## src/core/rstrk_pkg.sv

```systemverilog
// Package for the reset source tracking block: register addresses, bit positions and timing.
// Assumes a 32-bit memory-mapped register port driven by the processor core.
package rstrk_pkg;
  localparam logic [31:0] RSTRK_STATUS_ADDR = 32'hFFFF0230;
  localparam logic [31:0] RSTRK_CLEAR_ADDR = 32'hFFFF0234;
  localparam logic [7:0] RSTRK_STATUS_RESET = 8'h01;
  localparam int RSTRK_POR_BIT = 0;
  localparam int RSTRK_WDT_BIT = 1;
  localparam int RSTRK_SW_BIT = 2;
  localparam int RSTRK_EXT_BIT = 3;
  localparam int RSTRK_NUM_SRC = 4;
  localparam logic [7:0] RSTRK_SRC_MASK = 8'h0F;
  localparam int RSTRK_LOW_VOLT_EN_BIT = 2;
  localparam int RSTRK_LOW_VOLT_FLAG_BIT = 6;
  localparam int RSTRK_CLK_NS = 10;
  localparam int RSTRK_PULSE_NS = 80;
  localparam int RSTRK_PULSE_CYC = (RSTRK_PULSE_NS + RSTRK_CLK_NS - 1) / RSTRK_CLK_NS;
  typedef enum logic [2:0] {
    RSTRK_RUN = 3'b001,
    RSTRK_HOLD = 3'b010,
    RSTRK_SWREQ = 3'b100
  } rstrk_state_t;
endpackage : rstrk_pkg

```

## src/core/rstrk_sync.sv

```systemverilog
// Two-flop synchroniser for a bank of asynchronous level inputs.
// Assumes the inputs are levels held for at least two clock periods.
`timescale 1ns/1ps
module rstrk_sync #(
  parameter int WIDTH = 2
) (
  input wire logic clk_in, // System clock.
  input wire logic rst_b_in, // Synchronous reset, active low.
  input wire logic [WIDTH-1:0] async_in, // Asynchronous levels.
  output logic [WIDTH-1:0] sync_out // Synchronised levels.
);
  logic [WIDTH-1:0] meta_ff;
  logic [WIDTH-1:0] sync_ff;

  always_ff @(posedge clk_in) begin
    if (!rst_b_in) begin
      meta_ff <= '0;
      sync_ff <= '0;
    end else begin
      meta_ff <= async_in;
      sync_ff <= meta_ff;
    end
  end

  assign sync_out = sync_ff;
endmodule : rstrk_sync

```

## src/core/rstrk_top.sv

```systemverilog
// Reset source tracking: records the last reset cause and issues the device-wide reset.
// Assumes the power-on reset drives rst_b_in; watchdog and pin requests arrive asynchronously.
// Summary of operation
// - Four distinct reset sources, each recorded separately.
// - Power-on reset sets status bit 0.
// - Watchdog timeout sets status bit 1.
// - External pin reset sets status bit 3.
// - Writing bit 2 starts recorded software reset.
// - Clear register ones clear matching status bits.
// - Status bits 7 to 4 read zero.
// - Status survives the reset it reports.
// - RAM valid after POR needs flag set when enabled.
`timescale 1ns/1ps
module rstrk_top
  import rstrk_pkg::*;
(
  input wire logic clk_in, // System clock, 100 MHz.
  input wire logic rst_b_in, // Power-on reset, synchronous, active low.
  input wire logic wdt_timeout_in, // Watchdog timeout request, asynchronous.
  input wire logic ext_rst_b_in, // External reset pin, active low, asynchronous.
  input wire logic [31:0] addr_in, // Register address.
  input wire logic wr_en_in, // Register write strobe.
  input wire logic rd_en_in, // Register read strobe.
  input wire logic [7:0] wdata_in, // Write data.
  input wire logic [7:0] high_voltage_config_zero_in, // Config byte, bit 2 enables flag.
  input wire logic [7:0] high_voltage_status_in, // Status byte, bit 6 is flag.
  output logic [7:0] rdata_out, // Read data.
  output logic sys_rst_b_out, // Device-wide reset, active low.
  output logic ram_valid_out // RAM contents trusted after power-on reset.
);
  logic [1:0] sync_raw;
  logic wdt_sync;
  logic ext_sync;
  logic [7:0] status_ff;
  logic [7:0] nxt_status;
  logic [7:0] rdata_ff;
  logic [7:0] nxt_rdata;
  logic ram_valid_ff;
  logic nxt_ram_valid;
  logic por_seen_ff;
  logic [7:0] cnt_ff;
  logic [7:0] nxt_cnt;
  rstrk_state_t state_ff;
  rstrk_state_t nxt_state;

  // The pin is inverted before the shared bank, so a one always means reset wanted.
  rstrk_sync #(
    .WIDTH(2)
  ) u_sync (
    .clk_in(clk_in),
    .rst_b_in(rst_b_in),
    .async_in({wdt_timeout_in, ~ext_rst_b_in}),
    .sync_out(sync_raw)
  );
  assign wdt_sync = sync_raw[1];
  assign ext_sync = sync_raw[0];

  wire sel_status = (addr_in == RSTRK_STATUS_ADDR);
  wire sel_clear = (addr_in == RSTRK_CLEAR_ADDR);
  wire wr_status = wr_en_in && sel_status;
  wire wr_clear = wr_en_in && sel_clear;
  wire sw_req = wr_status && wdata_in[RSTRK_SW_BIT];
  wire in_run = (state_ff == RSTRK_RUN);
  wire in_swreq = (state_ff == RSTRK_SWREQ);
  // Limitation: a watchdog or pin request that arrives outside RUN is never recorded; it can only stretch the pulse.
  wire wdt_evt = in_run && wdt_sync;
  wire ext_evt = in_run && ext_sync;
  wire cnt_done = (cnt_ff == 8'h00);
  wire low_voltage_ok = !high_voltage_config_zero_in[RSTRK_LOW_VOLT_EN_BIT] ||
                        high_voltage_status_in[RSTRK_LOW_VOLT_FLAG_BIT];

  // Sets are applied after clears so a cause that lands with a clear is kept.
  wire [7:0] set_bits = ({7'h00, wdt_evt} << RSTRK_WDT_BIT) |
                        ({7'h00, ext_evt} << RSTRK_EXT_BIT) |
                        ({7'h00, sw_req} << RSTRK_SW_BIT);
  wire [7:0] clr_bits = wr_clear ? wdata_in : 8'h00;
  // A new cause replaces the old ones so status shows only the causes set in that cycle.
  wire [7:0] base_bits = (|set_bits) ? 8'h00 : (status_ff & ~clr_bits);
  assign nxt_status = (base_bits | set_bits) & RSTRK_SRC_MASK;

  // Watchdog and pin requests beat a software request that lands in the same cycle.
  always_comb begin
    nxt_state = state_ff;
    nxt_cnt = cnt_ff;
    unique case (state_ff)
      RSTRK_RUN: begin
        if (wdt_evt || ext_evt) begin
          nxt_state = RSTRK_HOLD;
          nxt_cnt = 8'(RSTRK_PULSE_CYC);
        end else if (sw_req) begin
          nxt_state = RSTRK_SWREQ;
        end
      end
      RSTRK_SWREQ: begin
        nxt_state = RSTRK_HOLD;
        nxt_cnt = 8'(RSTRK_PULSE_CYC);
      end
      // The counter reloads on every entry to HOLD, so each cause gets a full pulse.
      RSTRK_HOLD: begin
        // The pulse is stretched while any synchronised request is still asserted.
        if (cnt_done && !wdt_sync && !ext_sync) begin
          nxt_state = RSTRK_RUN;
        end else if (!cnt_done) begin
          nxt_cnt = cnt_ff - 8'h01;
        end
      end
    endcase
  end

  assign nxt_rdata = (rd_en_in && sel_status) ? (status_ff & RSTRK_SRC_MASK) : 8'h00;
  // RAM validity is sampled once, at the first edge after power-on reset is released.
  assign nxt_ram_valid = (!por_seen_ff) ? low_voltage_ok : ram_valid_ff;

  always_ff @(posedge clk_in) begin
    if (!rst_b_in) begin
      status_ff <= RSTRK_STATUS_RESET;
      state_ff <= RSTRK_HOLD;
      cnt_ff <= 8'(RSTRK_PULSE_CYC);
      rdata_ff <= 8'h00;
      por_seen_ff <= 1'b0;
      ram_valid_ff <= 1'b0;
    end else begin
      status_ff <= nxt_status;
      state_ff <= nxt_state;
      cnt_ff <= nxt_cnt;
      rdata_ff <= nxt_rdata;
      por_seen_ff <= 1'b1;
      ram_valid_ff <= nxt_ram_valid;
    end
  end

  assign rdata_out = rdata_ff;
  // The status register is outside this reset domain, so it keeps the cause.
  // The software request cycle keeps the device reset released so the write completes first.
  assign sys_rst_b_out = in_run || in_swreq;
  assign ram_valid_out = ram_valid_ff;

  // Checks on the recorded cause, the read path, the device reset and RAM validity.
  // All but the first are off during power-on reset, which forces every register.

  a_por_sets_bit0: assert property (@(posedge clk_in)
    $rose(rst_b_in) |-> status_ff == RSTRK_STATUS_RESET)
    else $error("Power-on did not record bit 0.");

  a_wdt_sets_bit1: assert property (@(posedge clk_in) disable iff (!rst_b_in)
    wdt_evt |=> status_ff[RSTRK_WDT_BIT] && !sys_rst_b_out)
    else $error("Watchdog cause not recorded.");

  a_ext_sets_bit3: assert property (@(posedge clk_in) disable iff (!rst_b_in)
    ext_evt |=> status_ff[RSTRK_EXT_BIT] && !sys_rst_b_out)
    else $error("Pin cause not recorded.");

  a_single_cause: assert property (@(posedge clk_in) disable iff (!rst_b_in)
    ((wdt_evt ^ ext_evt) && !sw_req) |=> $onehot(status_ff))
    else $error("More than one cause recorded.");

  a_sw_reset_seq: assert property (@(posedge clk_in) disable iff (!rst_b_in)
    (sw_req && in_run && !wdt_evt && !ext_evt) |=> status_ff[RSTRK_SW_BIT] && sys_rst_b_out
      ##1 !sys_rst_b_out)
    else $error("Software reset sequence wrong.");

  a_sw_pulse_start: assert property (@(posedge clk_in) disable iff (!rst_b_in)
    in_swreq |=> !sys_rst_b_out && cnt_ff == 8'(RSTRK_PULSE_CYC))
    else $error("Software request did not start a full pulse.");

  a_clear_clears: assert property (@(posedge clk_in) disable iff (!rst_b_in)
    (wr_clear && set_bits == 8'h00) |=> (status_ff & $past(wdata_in)) == 8'h00)
    else $error("Clear did not clear status.");

  a_upper_zero: assert property (@(posedge clk_in) disable iff (!rst_b_in)
    rdata_out[7:4] == 4'h0)
    else $error("Unused status bits read nonzero.");

  a_status_upper: assert property (@(posedge clk_in) disable iff (!rst_b_in)
    status_ff[7:4] == 4'h0)
    else $error("Unused status bits were set.");

  a_read_status: assert property (@(posedge clk_in) disable iff (!rst_b_in)
    (rd_en_in && sel_status) |=> rdata_out == $past(status_ff))
    else $error("Status read returned wrong data.");

  a_other_read_zero: assert property (@(posedge clk_in) disable iff (!rst_b_in)
    !(rd_en_in && sel_status) |=> rdata_out == 8'h00)
    else $error("Read data not zero outside a status read.");

  a_status_kept: assert property (@(posedge clk_in) disable iff (!rst_b_in)
    (!sys_rst_b_out && !wr_clear && set_bits == 8'h00) |=> $stable(status_ff))
    else $error("Status lost during reset.");

  a_ram_valid_flag: assert property (@(posedge clk_in) disable iff (!rst_b_in)
    !por_seen_ff |=> ram_valid_out == $past(low_voltage_ok))
    else $error("RAM valid does not follow flag.");

  a_ram_valid_held: assert property (@(posedge clk_in) disable iff (!rst_b_in)
    por_seen_ff |=> $stable(ram_valid_out))
    else $error("RAM valid changed after power-on.");

  a_reset_hold: assert property (@(posedge clk_in) disable iff (!rst_b_in)
    $fell(sys_rst_b_out) |-> !sys_rst_b_out [*8])
    else $error("Device reset pulse too short.");

  a_source_holds: assert property (@(posedge clk_in) disable iff (!rst_b_in)
    (state_ff == RSTRK_HOLD && (wdt_sync || ext_sync)) |=> !sys_rst_b_out)
    else $error("Device reset released while a source is active.");

  a_run_stays: assert property (@(posedge clk_in) disable iff (!rst_b_in)
    (in_run && !wdt_sync && !ext_sync && !sw_req) |=> sys_rst_b_out)
    else $error("Device reset without a cause.");

  a_state_onehot: assert property (@(posedge clk_in) disable iff (!rst_b_in)
    $onehot(state_ff))
    else $error("Sequencer state is not one-hot.");

  a_zero_write: assert property (@(posedge clk_in) disable iff (!rst_b_in)
    (wr_status && wdata_in == 8'h00 && in_run && !wdt_sync && !ext_sync) |=> sys_rst_b_out)
    else $error("Zero write caused a reset.");

  a_zero_clear: assert property (@(posedge clk_in) disable iff (!rst_b_in)
    (wr_clear && wdata_in == 8'h00 && set_bits == 8'h00) |=> $stable(status_ff))
    else $error("Zero clear write changed status.");
endmodule : rstrk_top

```

## config.mk

```make
export PLATFORM = sky130hd
export DESIGN_NAME = rstrk_top
export DESIGN_NICKNAME = d
export VERILOG_FILES = /design/src/core/rstrk_pkg.sv /design/src/core/rstrk_sync.sv /design/src/core/rstrk_top.sv
export SDC_FILE = /design/constraint.sdc
export NUM_CORES = 1
export LEC_CHECK = 0
export ABC_CLOCK_PERIOD_IN_PS = 2400
export BUFFER_PORTS_ARGS = -buffer_cell sky130_fd_sc_hd__buf_2
export CORE_MARGIN = 2
export CORE_UTILIZATION = 31
export DETAILED_ROUTE_END_ITERATION = 10
export PLACE_DENSITY_LB_ADDON = 0.1
export SLEW_MARGIN = 40
export SYNTH_ARGS = -nofsm -noshare
export SYNTH_HDL_FRONTEND = slang
export SYNTH_SLANG_ARGS = --single-unit
export TNS_END_PERCENT = 20
```

## constraint.sdc

```tcl
create_clock -name clk_in -period 2.4 [get_ports clk_in]
set_clock_uncertainty 0.2 [all_clocks]
set_input_delay 0 -clock clk_in [delete_from_list [all_inputs] [get_ports clk_in]]
set_output_delay 0 -clock clk_in [all_outputs]
set_load 0.02 [all_outputs]
```

## Word level (Yosys, flattened, before mapping)

Index checks and enable logic that the tools add are counted.

| cells by class | value |
|---|---|
| multipliers | 0 |
| reductions and logical operators | 19 |
| mux-type cells | 11 |
| magnitude comparators | 0 |
| bitwise operators | 6 |
| shift-type cells | 0 |
| add/sub/neg operators | 1 |
| equal/unequal tests | 10 |
| div/mod/pow operators | 0 |

Operators by type and width:

| cell | count |
|---|---|
| $eq 32x32->1 const B | 2 |
| $mux 8 | 3 |
| $pmux 8 s3 | 1 |
| $mux 3 | 3 |
| $pmux 3 s3 | 1 |
| $logic_and 1x1->1 | 8 |
| $logic_not 8->1 | 1 |
| $mux 4 | 2 |
| $reduce_or 8->1 | 1 |
| $sub 8x1->8 const B | 1 |
| $ne 2x2->1 const B | 3 |
| $and 4x4->4 | 1 |
| $not 4->4 | 1 |
| $or 2x4->4 | 1 |
| $or 4x3->4 | 1 |
| $or 4x4->4 | 1 |
| $reduce_and 2->1 | 2 |
| $eq 3x1->1 const B | 1 |
| $eq 3x2->1 const B | 1 |
| $eq 3x3->1 const B | 1 |
| $logic_not 1->1 | 3 |
| $logic_or 1x1->1 | 3 |
| $ne 3x2->1 const B | 1 |
| $reduce_and 3->1 | 1 |
| other kinds (3) | 3 |

| word-level totals | value |
|---|---|
| bits in registers | 29 |
| memory bits (read-only) | 0 |
| bits in writable memories | 0 |
| output and inout bits | 10 |
| latch bits | 0 |
| memories kept | 0 |
| word-level logic and storage cells | 56 |

## Depth between registers and ports, before layout

Gate-level depths: netlist of the first run.

| depth | value |
|---|---|
| depth in word-level cells | 7 |
| depth in mapped cells | 7 |

## Hierarchy

Synthesis of the first run repeated with hierarchy kept, for this count alone.

| unflattened totals | value |
|---|---|
| cells, all modules | 141 |
| area total of the unflattened synthesis | 1276.2 sq um |

Modules (own cells, without submodules):

| module | times used | cells each | area each (sq um) |
|---|---|---|---|
| rstrk_top | 1 | 133 | 1171.1 |
| rstrk_sync | 1 | 8 | 105.1 |

## Worst setup path before layout of the first run

Ideal clock, no wire load.

| timing | value |
|---|---|
| path kind | reg2reg |
| start | register cnt_ff[0] |
| end | register cnt_ff[4] |
| slack | 0.569 ns |
| arrival | 1.502 ns |
| period minus slack after synthesis | 1.831 ns |
| stages on the path, launching flop included | 8 |
| library setup time | 0.129 ns |
| cells stage by stage | dfxtp_1 -> inv_1 -> ha_1 -> or3b_2 -> nor4_2 -> buf_4 -> nor4_1 -> mux2i_1 |

| on the way | value |
|---|---|
| longest elaborated chain between the ends | 5 |
| elaborated cells on any way between the ends | 10 |

Ends and longest elaborated chain:

| element | RTL line | RTL |
|---|---|---|
| start, declared | rstrk_top.sv:41 | `logic [7:0] cnt_ff;` |
| start signal, assigned | rstrk_top.sv:118 | `cnt_ff <= 8'(RSTRK_PULSE_CYC);` |
| start signal, assigned | rstrk_top.sv:125 | `cnt_ff <= nxt_cnt;` |
| branches (longest 5 deep; another with $sub 8x1->8) | n/a |  |

Parallel ways; which one is timed is not known. The select of a mux whose other input is x is not followed.
A chain may end at the register's enable or synchronous reset.

## Final worst setup path of the first run

| timing | value |
|---|---|
| start | register state_ff[0] |
| end | register status_ff[0] |

| on the way | value |
|---|---|
| longest elaborated chain between the ends | 7 |
| elaborated cells on any way between the ends | 8 |

Ends and longest elaborated chain:

| element | RTL line | RTL |
|---|---|---|
| start, declared | rstrk_top.sv:43 | `rstrk_state_t state_ff;` |
| start signal, assigned | rstrk_top.sv:124 | `state_ff <= nxt_state;` |
| $eq 3x1->1 (*) | rstrk_top.sv:63 | `wire in_run = (state_ff == RSTRK_RUN);` |
| $logic_and 1x1->1, on equally long branches | rstrk_top.sv:66, rstrk_top.sv:67 |  |
| $or 2x4->4 (*) | rstrk_top.sv:73 | `wire [7:0] set_bits = ({7'h00, wdt_evt} << RSTRK_WDT_BIT) \|` |
| $or 4x3->4 (*) | rstrk_top.sv:74 | `({7'h00, ext_evt} << RSTRK_EXT_BIT) \|` |
| $reduce_or 8->1 (*) | rstrk_top.sv:78 | `wire [7:0] base_bits = (\|set_bits) ? 8'h00 : (status_ff & ~clr_bits);` |
| $mux 4 (*) | rstrk_top.sv:78 |  |
| $or 4x4->4 (*) | rstrk_top.sv:79 | `assign nxt_status = (base_bits \| set_bits) & RSTRK_SRC_MASK;` |
| end signal, assigned | rstrk_top.sv:123 | `status_ff <= nxt_status;` |
| end, declared | rstrk_top.sv:34 | `logic [7:0] status_ff;` |

Mark *: on every way between the ends. The rest lies on a longest branch, timed or not.

==> results.sh, run 1 <==
export IMPL_grt_pass1_vias=1190
export IMPL_worst_pin_slew_ns=0.5746
export IMPL_rsz0062_at_grt="false"
export IMPL_yosysWarnings=0
export IMPL_fin_ws_ns=0.2520
export IMPL_final_nets=267
export IMPL_worstPathRequired_ns=2.36
export IMPL_critPathKind="reg -> reg"
export IMPL_initial_utilization_pct=32.06
export IMPL_grtUsageTotal_pct=14.14
export IMPL_total_power_mw=1.307
export IMPL_grt_start_max_net_pins=15
export IMPL_grt_overflow_total=0
export IMPL_cts_tree="done"
export IMPL_fin_crit_ns=2.148
export IMPL_yosysSeqAreaShare_pct=39.02
export IMPL_synth_top_area_cell="dfxtp_1"
export IMPL_cts_path_max_buffers=2
export IMPL_cp_max_fo=7
export IMPL_post_dp_hpwl_mm=2.351
export IMPL_drt_total_wl_mm=3.014
export IMPL_antenna_cells=0
export IMPL_grt_pass1_wl_mm=4.954
export IMPL_cap_viol_max_count=0
export IMPL_vias_per_cell=4.913
export IMPL_syn_inst=138
export IMPL_antenna_found_initial=0
export IMPL_first_pass_iters=4
export IMPL_drc=0
export IMPL_synth_top_cell_area_share_pct=39.02
export IMPL_relSlewSlack_pct=61.29
export IMPL_row_count=23
export IMPL_post_cts_buffers=0
export IMPL_dieHeight_microns=68.32
export IMPL_cts_root_buffer="clkbuf_8"
export IMPL_clkTransAtPathRegs_ns=0.09
export IMPL_die_x_microns=68.32
export IMPL_arrival_ns=2.11
export IMPL_fin_tns_setup_ns=0
export IMPL_areaGrowthSynthToFinish_pct=36.88
export IMPL_core_sq_um=4000
export IMPL_drv_slew=0
export IMPL_drtIter0Drc=53
export IMPL_place_congestion=0.7715
export IMPL_port_buffers=49
export IMPL_syn_area_per_cell_sq_um=9.293
export IMPL_crit_path_end_kind="flop"
export IMPL_clock_sinks=25
export IMPL_leakage_nw=0.7869
export IMPL_pwr_density_cell_nw_per_um2=744.5
export IMPL_fmax_ghz=0.4656
export IMPL_slowest_delay_ns=0.55
export IMPL_startpoint_type="flop"
export IMPL_yosysUniqueCellTypes=44
export IMPL_ant_nets=0
export IMPL_n_fill_cell=404
export IMPL_hp_class="in -> reg"
export IMPL_outcome="completed"
export IMPL_ir_drop_mv=0.2947
export IMPL_h_tree_depth=1
export IMPL_cts_made_buffers=3
export IMPL_slowest_stage="dlygate4sd3_1"
export IMPL_hold_viol_final=0
export IMPL_ioPinCount=72
export IMPL_worstSkewPairLatency_ns=0.27
export IMPL_pre_cts_ws_ns=0.4185
export IMPL_vias=1238
export IMPL_synth_area_sq_um=1282
export IMPL_drive_gt1_share_pct=32.18
export IMPL_synth_seq_cells=25
export IMPL_avgRoutedWirePerCell_microns=11.96
export IMPL_timing_final_crit_share_pct=89.50
export IMPL_dieArea_sq_um=4668
export IMPL_cp_cell_sequence="nor3b_1 -> o21ai_0 -> a41o_1 -> dlygate4sd3_1"
export IMPL_cts_resized=0
export IMPL_synth_area_top_cells="dfxtp_1, and2_1, nand2b_1"
export IMPL_setup_viol_count_final=0
==> state kept, by name, summed over array words and instances, names as in the netlist <==
register / count
cnt_ff: 8
rdata_out: 4
status_ff: 4
state_ff: 3
u_sync.meta_ff: 2
u_sync.sync_out: 2
por_seen_ff: 1
ram_valid_out: 1
==> final cells by class <==
type | instances | area (sq um) | area share [%]
Clock buffer | 3 | 41.29 | 2.352
Multi-Input combinational cell | 103 | 724.4 | 41.27
Timing Repair Buffer | 65 | 402.9 | 22.95
Clock inverter | 1 | 5.005 | 0.2851
Sequential cell | 25 | 500.5 | 28.51
Tap cell | 50 | 62.56 | 3.564
Inverter | 5 | 18.77 | 1.069
==> what timing repair did <==
item | 4_1_cts | 5_1_grt
endpoints found under the setup margin | 0 | 1
hold endpoints to repair | 14 | 0
hold buffers | 16 | 0
==> power by group <==
| part | internal, mW | total (mW) | switching, mW |
|---|---|---|---|
| logic | 0.240 | 0.498 | 0.258 |
| clock network | 0.116 | 0.247 | 0.131 |
| registers | 0.482 | 0.562 | 0.0794 |
==> placed cells by master (no fill, tap or decap), drive strengths merged, types with 2 or more instances in the layout <==
| cell type | n |
|---|---|
| and3 | 3 |
| a21boi | 4 |
| nand2b | 7 |
| o31ai | 4 |
| dfxtp | 25 |
| nand2 | 4 |
| o21ai | 7 |
| nand3 | 3 |
| or4 | 6 |
| ha | 2 |
| buf | 50 |
| dlygate4sd3 | 15 |
| nand4 | 6 |
| a41o | 3 |
| inv | 5 |
| nand4b | 2 |
| or3 | 2 |
| nor3b | 2 |
| and2 | 9 |
| a31oi | 2 |
| a21oi | 6 |
| nor3 | 2 |
| xnor2 | 2 |
| nor2 | 7 |
| or4b | 2 |
| clkbuf | 3 |
| conb | 4 |
| nor4 | 5 |
==> through the flow <==
stage	hold WS [ns]	cells	area (sq um)	utilization, %
floorplan	-0.1723	141	1294	-
global placement	-0.04260	233	1559	38.97
detailed placement	-0.04141	233	1559	38.97
CTS	0.04847	253	1765	44.14
global route	0.08291	252	1755	43.88
finish	0.04720	252	1755	43.88
==> critical path: cells and delay by family (launching register included) <==
| kind | cells | cell delay [ns] |
|---|---|---|
| buf+inv | 1 | 0.55 |
| compound gates | 2 | 0.49 |
| flops | 1 | 0.43 |
| simple gates | 1 | 0.38 |
==> Yosys cell counts (all sizes together) <==
library cell  instances
nand3b                1
mux2i                 1
a31oi                 2
nand2b                7
a221oi                1
nand3                 3
buf                   5
or4                   6
clkbuf                3
o22ai                 1
o21ai                 7
nor3                  2
ha                    2
conb                  1
xnor2                 2
inv                   5
and4                  1
nand4b                2
o211ai                1
nor3b                 2
or3                   2
nand2                 4
dfxtp                25
nand4                 6
nor4                  5
o211a                 1
o31ai                 4
a41o                  3
a21boi                4
nand4bb               1
and2                  9
a21oi                 6
or3b                  1
and3                  3
or4b                  2
nor2                  7
==> final timing paths <==
check,slack [ns],startpoint,end,cells after the start
max reg2reg,0.25,state_ff[0],status_ff[0],4
max,0.25,state_ff[0],status_ff[0],4
min reg2reg,0.24,u_sync.meta_ff[1],u_sync.sync_out[1],1
min,0.05,wr_en_in,status_ff[1],5
==> per-layer routing <==
layer  wire length, microns  up-vias  GRT usage (%)  share of wire, %
met5                      0        -              0                 0
met1                   1349      564          16.07                45
li1                       -      637              -                 -
met2                   1479       35          25.73                49
met3                    160        2          2.961               5.3
met4                     23        0          5.250              0.76
==> cell families (layout without fill, tap and decap cells) <==
logic type,Yosys count,after routing,share of synthesized area (%)
multiplexers,1,1,0.7805
AO/OA/AOI/OAI,30,30,15.61
buffers and inverters,13,74,5.366
adder cells (fa/ha/maj),2,2,1.951
XOR/XNOR,2,2,1.366
flip-flops,25,25,39.02
AND/OR/NAND/NOR,64,64,35.61
other,1,4,0.2924
No activity file was read; power rests on OpenSTA's default activity.
==> run 2: changes to the inputs <==
--- a/config.mk
+++ b/config.mk
@@ -7,3 +7,4 @@
 export LEC_CHECK = 0
-export ABC_CLOCK_PERIOD_IN_PS = 2400
+export ABC_AREA = 1
+export ABC_CLOCK_PERIOD_IN_PS = 2750
 export BUFFER_PORTS_ARGS = -buffer_cell sky130_fd_sc_hd__buf_2
==> constraint.sdc (replaced) <==
create_clock -name clk_in -period 2.75 [get_ports clk_in]
set_clock_uncertainty 0.2 [all_clocks]
set_input_delay 0 -clock clk_in [delete_from_list [all_inputs] [get_ports clk_in]]
set_output_delay 0 -clock clk_in [all_outputs]
set_load 0.005 [all_outputs]
==> run 2 against run 1 <==
Final cell count grew 21%. Sequential share of layout area shrank 0.081 points. Synthesized area grew 2.2%. Sequential power shrank 18%. Highest routed layer unchanged. Synthesized cell count grew 38%. Clock power shrank 14%. Critical endpoint is now ram_valid_out. Utilization shrank 0.19 points. Cell area grew 0.29%. Die area grew 2.1%.
==> results.sh, run 2 <==
export IMPL_r2r_cells=7
export IMPL_dieHeight_microns=69.04
export IMPL_r2r_slack_ns=0.99
export IMPL_critPathMostFrequentCell="dlygate4sd3_1"
export IMPL_grt_pass1_vias=1147
export IMPL_synth_adder_area_share_pct=1.908
export IMPL_synth_top_family_by_area="simple AND/OR/NAND/NOR gates"
export IMPL_cp_top_family="buffers and inverters"
export IMPL_initial_utilization_pct=32.55
export IMPL_largest_register_ffs=8
export IMPL_seqCellArea_sq_um=500.5
export IMPL_yosysUniqueCellTypes=27
export IMPL_grt_overflow_total=0
export IMPL_cts_path_max_buffers=2
export IMPL_hold_viol_final=0
export IMPL_cap_viol_max_count=0
export IMPL_slowest_delay_ns=0.58
export IMPL_startpoint_type="primary input"
export IMPL_vias=1237
export IMPL_h_tree_depth=1
export IMPL_clkTransAtPathRegs_ns=0.08
export IMPL_synth_top_cell_area_share_pct=38.17
export IMPL_cp_cell_sequence="dlygate4sd3_1 -> buf_2 -> clkinv_1 -> a221oi_1 -> dlygate4sd3_1"
export IMPL_dieArea_sq_um=4766
export IMPL_antenna_cells=0
export IMPL_multi_input_area_sq_um=640.6
export IMPL_clock_sinks=25
export IMPL_critPathKind="in -> reg"
export IMPL_largest_register="cnt_ff"
export IMPL_arrival_ns=1.90
export IMPL_avgRoutedWirePerCell_microns=8.553
export IMPL_vias_per_cell=4.069
export IMPL_ioPinCount=72
export IMPL_cts_tree="done"
export IMPL_fmax_ghz=0.5293
export IMPL_die_x_microns=69.04
export IMPL_fin_tns_setup_ns=0
export IMPL_pre_cts_ws_ns=1.102
export IMPL_synth_edf_count=0
export IMPL_row_count=23
export IMPL_fin_crit_ns=1.889
export IMPL_leakage_nw=0.8933
export IMPL_synth_most_common_cell="nand2_1"
export IMPL_final_common_cell="buf_2"
export IMPL_cts_resized=0
export IMPL_synthArstFlopShare_pct=0
export IMPL_rsz0062_at_grt="false"
export IMPL_crit_path_end_kind="flop"
export IMPL_grt_pass1_wl_mm=4.698
export IMPL_slowest_stage="dlygate4sd3_1"
export IMPL_cts_made_buffers=3
export IMPL_port_buffers=49
export IMPL_pwr_density_cell_nw_per_um2=630.9
export IMPL_yosysSeqAreaShare_pct=38.17
export IMPL_ant_nets=0
export IMPL_endpoint="ram_valid_out"
export IMPL_syn_inst=191
export IMPL_synth_top_area_cell="dfxtp_1"
export IMPL_synth_simple_area_share_pct=36.55
export IMPL_setup_viol_count_final=0
export IMPL_synth_area_top_cells="dfxtp_1, nand2_1, inv_1"
export IMPL_areaGrowthSynthToFinish_pct=34.26
export IMPL_synth_mux_area_share_pct=0
export IMPL_rr_endpoint="status_ff[2]"
export IMPL_drv_slew=0
export IMPL_worstSetupStartpoint="rst_b_in"
export IMPL_grtUsageTotal_pct=11.67
export IMPL_cp_depth=5
export IMPL_crit_buf_inv=4
export IMPL_final_nets=319
export IMPL_drive_gt1_share_pct=27.95
export IMPL_fin_ws_ns=0.8606
export IMPL_n_fill_cell=453
export IMPL_cp_max_fo=10
export IMPL_r2r_start="state_ff[2]"
export IMPL_total_power_mw=1.111
export IMPL_worstSkewPairLatency_ns=0.26
export IMPL_synth_main_ff_cell="dfxtp_1"
export IMPL_synth_common_cells="nand2_1, inv_1, nor2_1"
export IMPL_syn_area_per_cell_sq_um=6.865
export IMPL_antenna_found_initial=0
export IMPL_timing_final_crit_share_pct=68.70
export IMPL_core_sq_um=4029
export IMPL_drc=0
export IMPL_post_dp_hpwl_mm=2.056
export IMPL_mostFrequentLayoutCells="buf_2, nand2_1, inv_1, nor2_1, dfxtp_1"
export IMPL_synth_compound_area_share_pct=7.252
export IMPL_place_congestion=0.7027
export IMPL_outcome="completed"
export IMPL_drt_total_wl_mm=2.600
export IMPL_drtIter0Drc=21
export IMPL_ir_drop_mv=0.4279
export IMPL_yosysWarnings=0
export IMPL_synth_xor_area_share_pct=2.004
export IMPL_first_pass_iters=4
export IMPL_hp_class="in -> reg"
export IMPL_worstPathRequired_ns=2.76
export IMPL_grt_start_max_net_pins=14
export IMPL_cts_root_buffer="clkbuf_8"
export IMPL_final_util_pct=43.70
export IMPL_synth_seq_cells=25
export IMPL_synth_area_sq_um=1311
run 2: logic make-up after synthesis:
group	Yosys count
buffers and inverters	44
flip-flops	25
other	1
AND/OR/NAND/NOR	100
AO/OA/AOI/OAI	16
adder cells (fa/ha/maj)	2
XOR/XNOR	3
run 2: per-stage QoR:
step	cells	hold WS [ns]	area, sq um
floorplan	194	-0.1723	1323
global placement	288	-0.04488	1595
detailed placement	288	-0.04168	1595
CTS	304	0.02949	1760
global route	304	0.06651	1760
finish	304	0.03221	1760
run 2: repair_timing:
item,CTS,global route
hold buffers,12,0
endpoints found under the setup margin,0,0
buffers inserted,0,0
hold endpoints to repair,16,0
run 2: routing by layer:
| layer | vias up | GRT usage, % | wire (microns) | part of all wire [%] |
|---|---|---|---|---|
| li1 | 706 | - | - | - |
| met1 | 494 | 15.44 | 1278 | 49 |
| met2 | 32 | 18.59 | 1133 | 44 |
| met3 | 5 | 2.339 | 144 | 5.5 |
| met4 | 0 | 4.575 | 42 | 1.6 |
| met5 | - | 0 | 0 | 0 |
run 2: power breakdown:
group	switching, mW	leakage, nW	total, mW	internal, mW
Clock	0.110	0.0228	0.213	0.103
Sequential	0.0429	0.205	0.461	0.418
Combinational	0.255	0.666	0.437	0.182
run 2: worst min-delay path by stage:
stage	end	slack, ns	cells after the start	start
3_3_place_gp	u_sync.meta_ff[0]	-0.04	2	ext_rst_b_in
6_report	status_ff[0]	0.03	6	wr_en_in
2_1_floorplan	por_seen_ff	-0.17	0	rst_b_in
3_5_place_dp	u_sync.meta_ff[0]	-0.04	2	ext_rst_b_in
4_1_cts	status_ff[0]	0.03	6	wr_en_in
5_1_grt	status_ff[0]	0.07	6	wr_en_in
run 2: layout make-up:
cell class,instances,share of cell area [%]
clock buffer,4,2.559
inverter,39,8.316
multi-input combinational,125,36.39
sequential,25,28.43
tap,50,3.554
timing repair buffer,61,20.75
run 2: tightest hold or removal path, stage by stage:
cell and delay, ns:
buf_2 0.10, nand2_1 0.05, inv_1 0.04, nand3_2 0.11
nand4_1 0.10, nand2_1 0.06
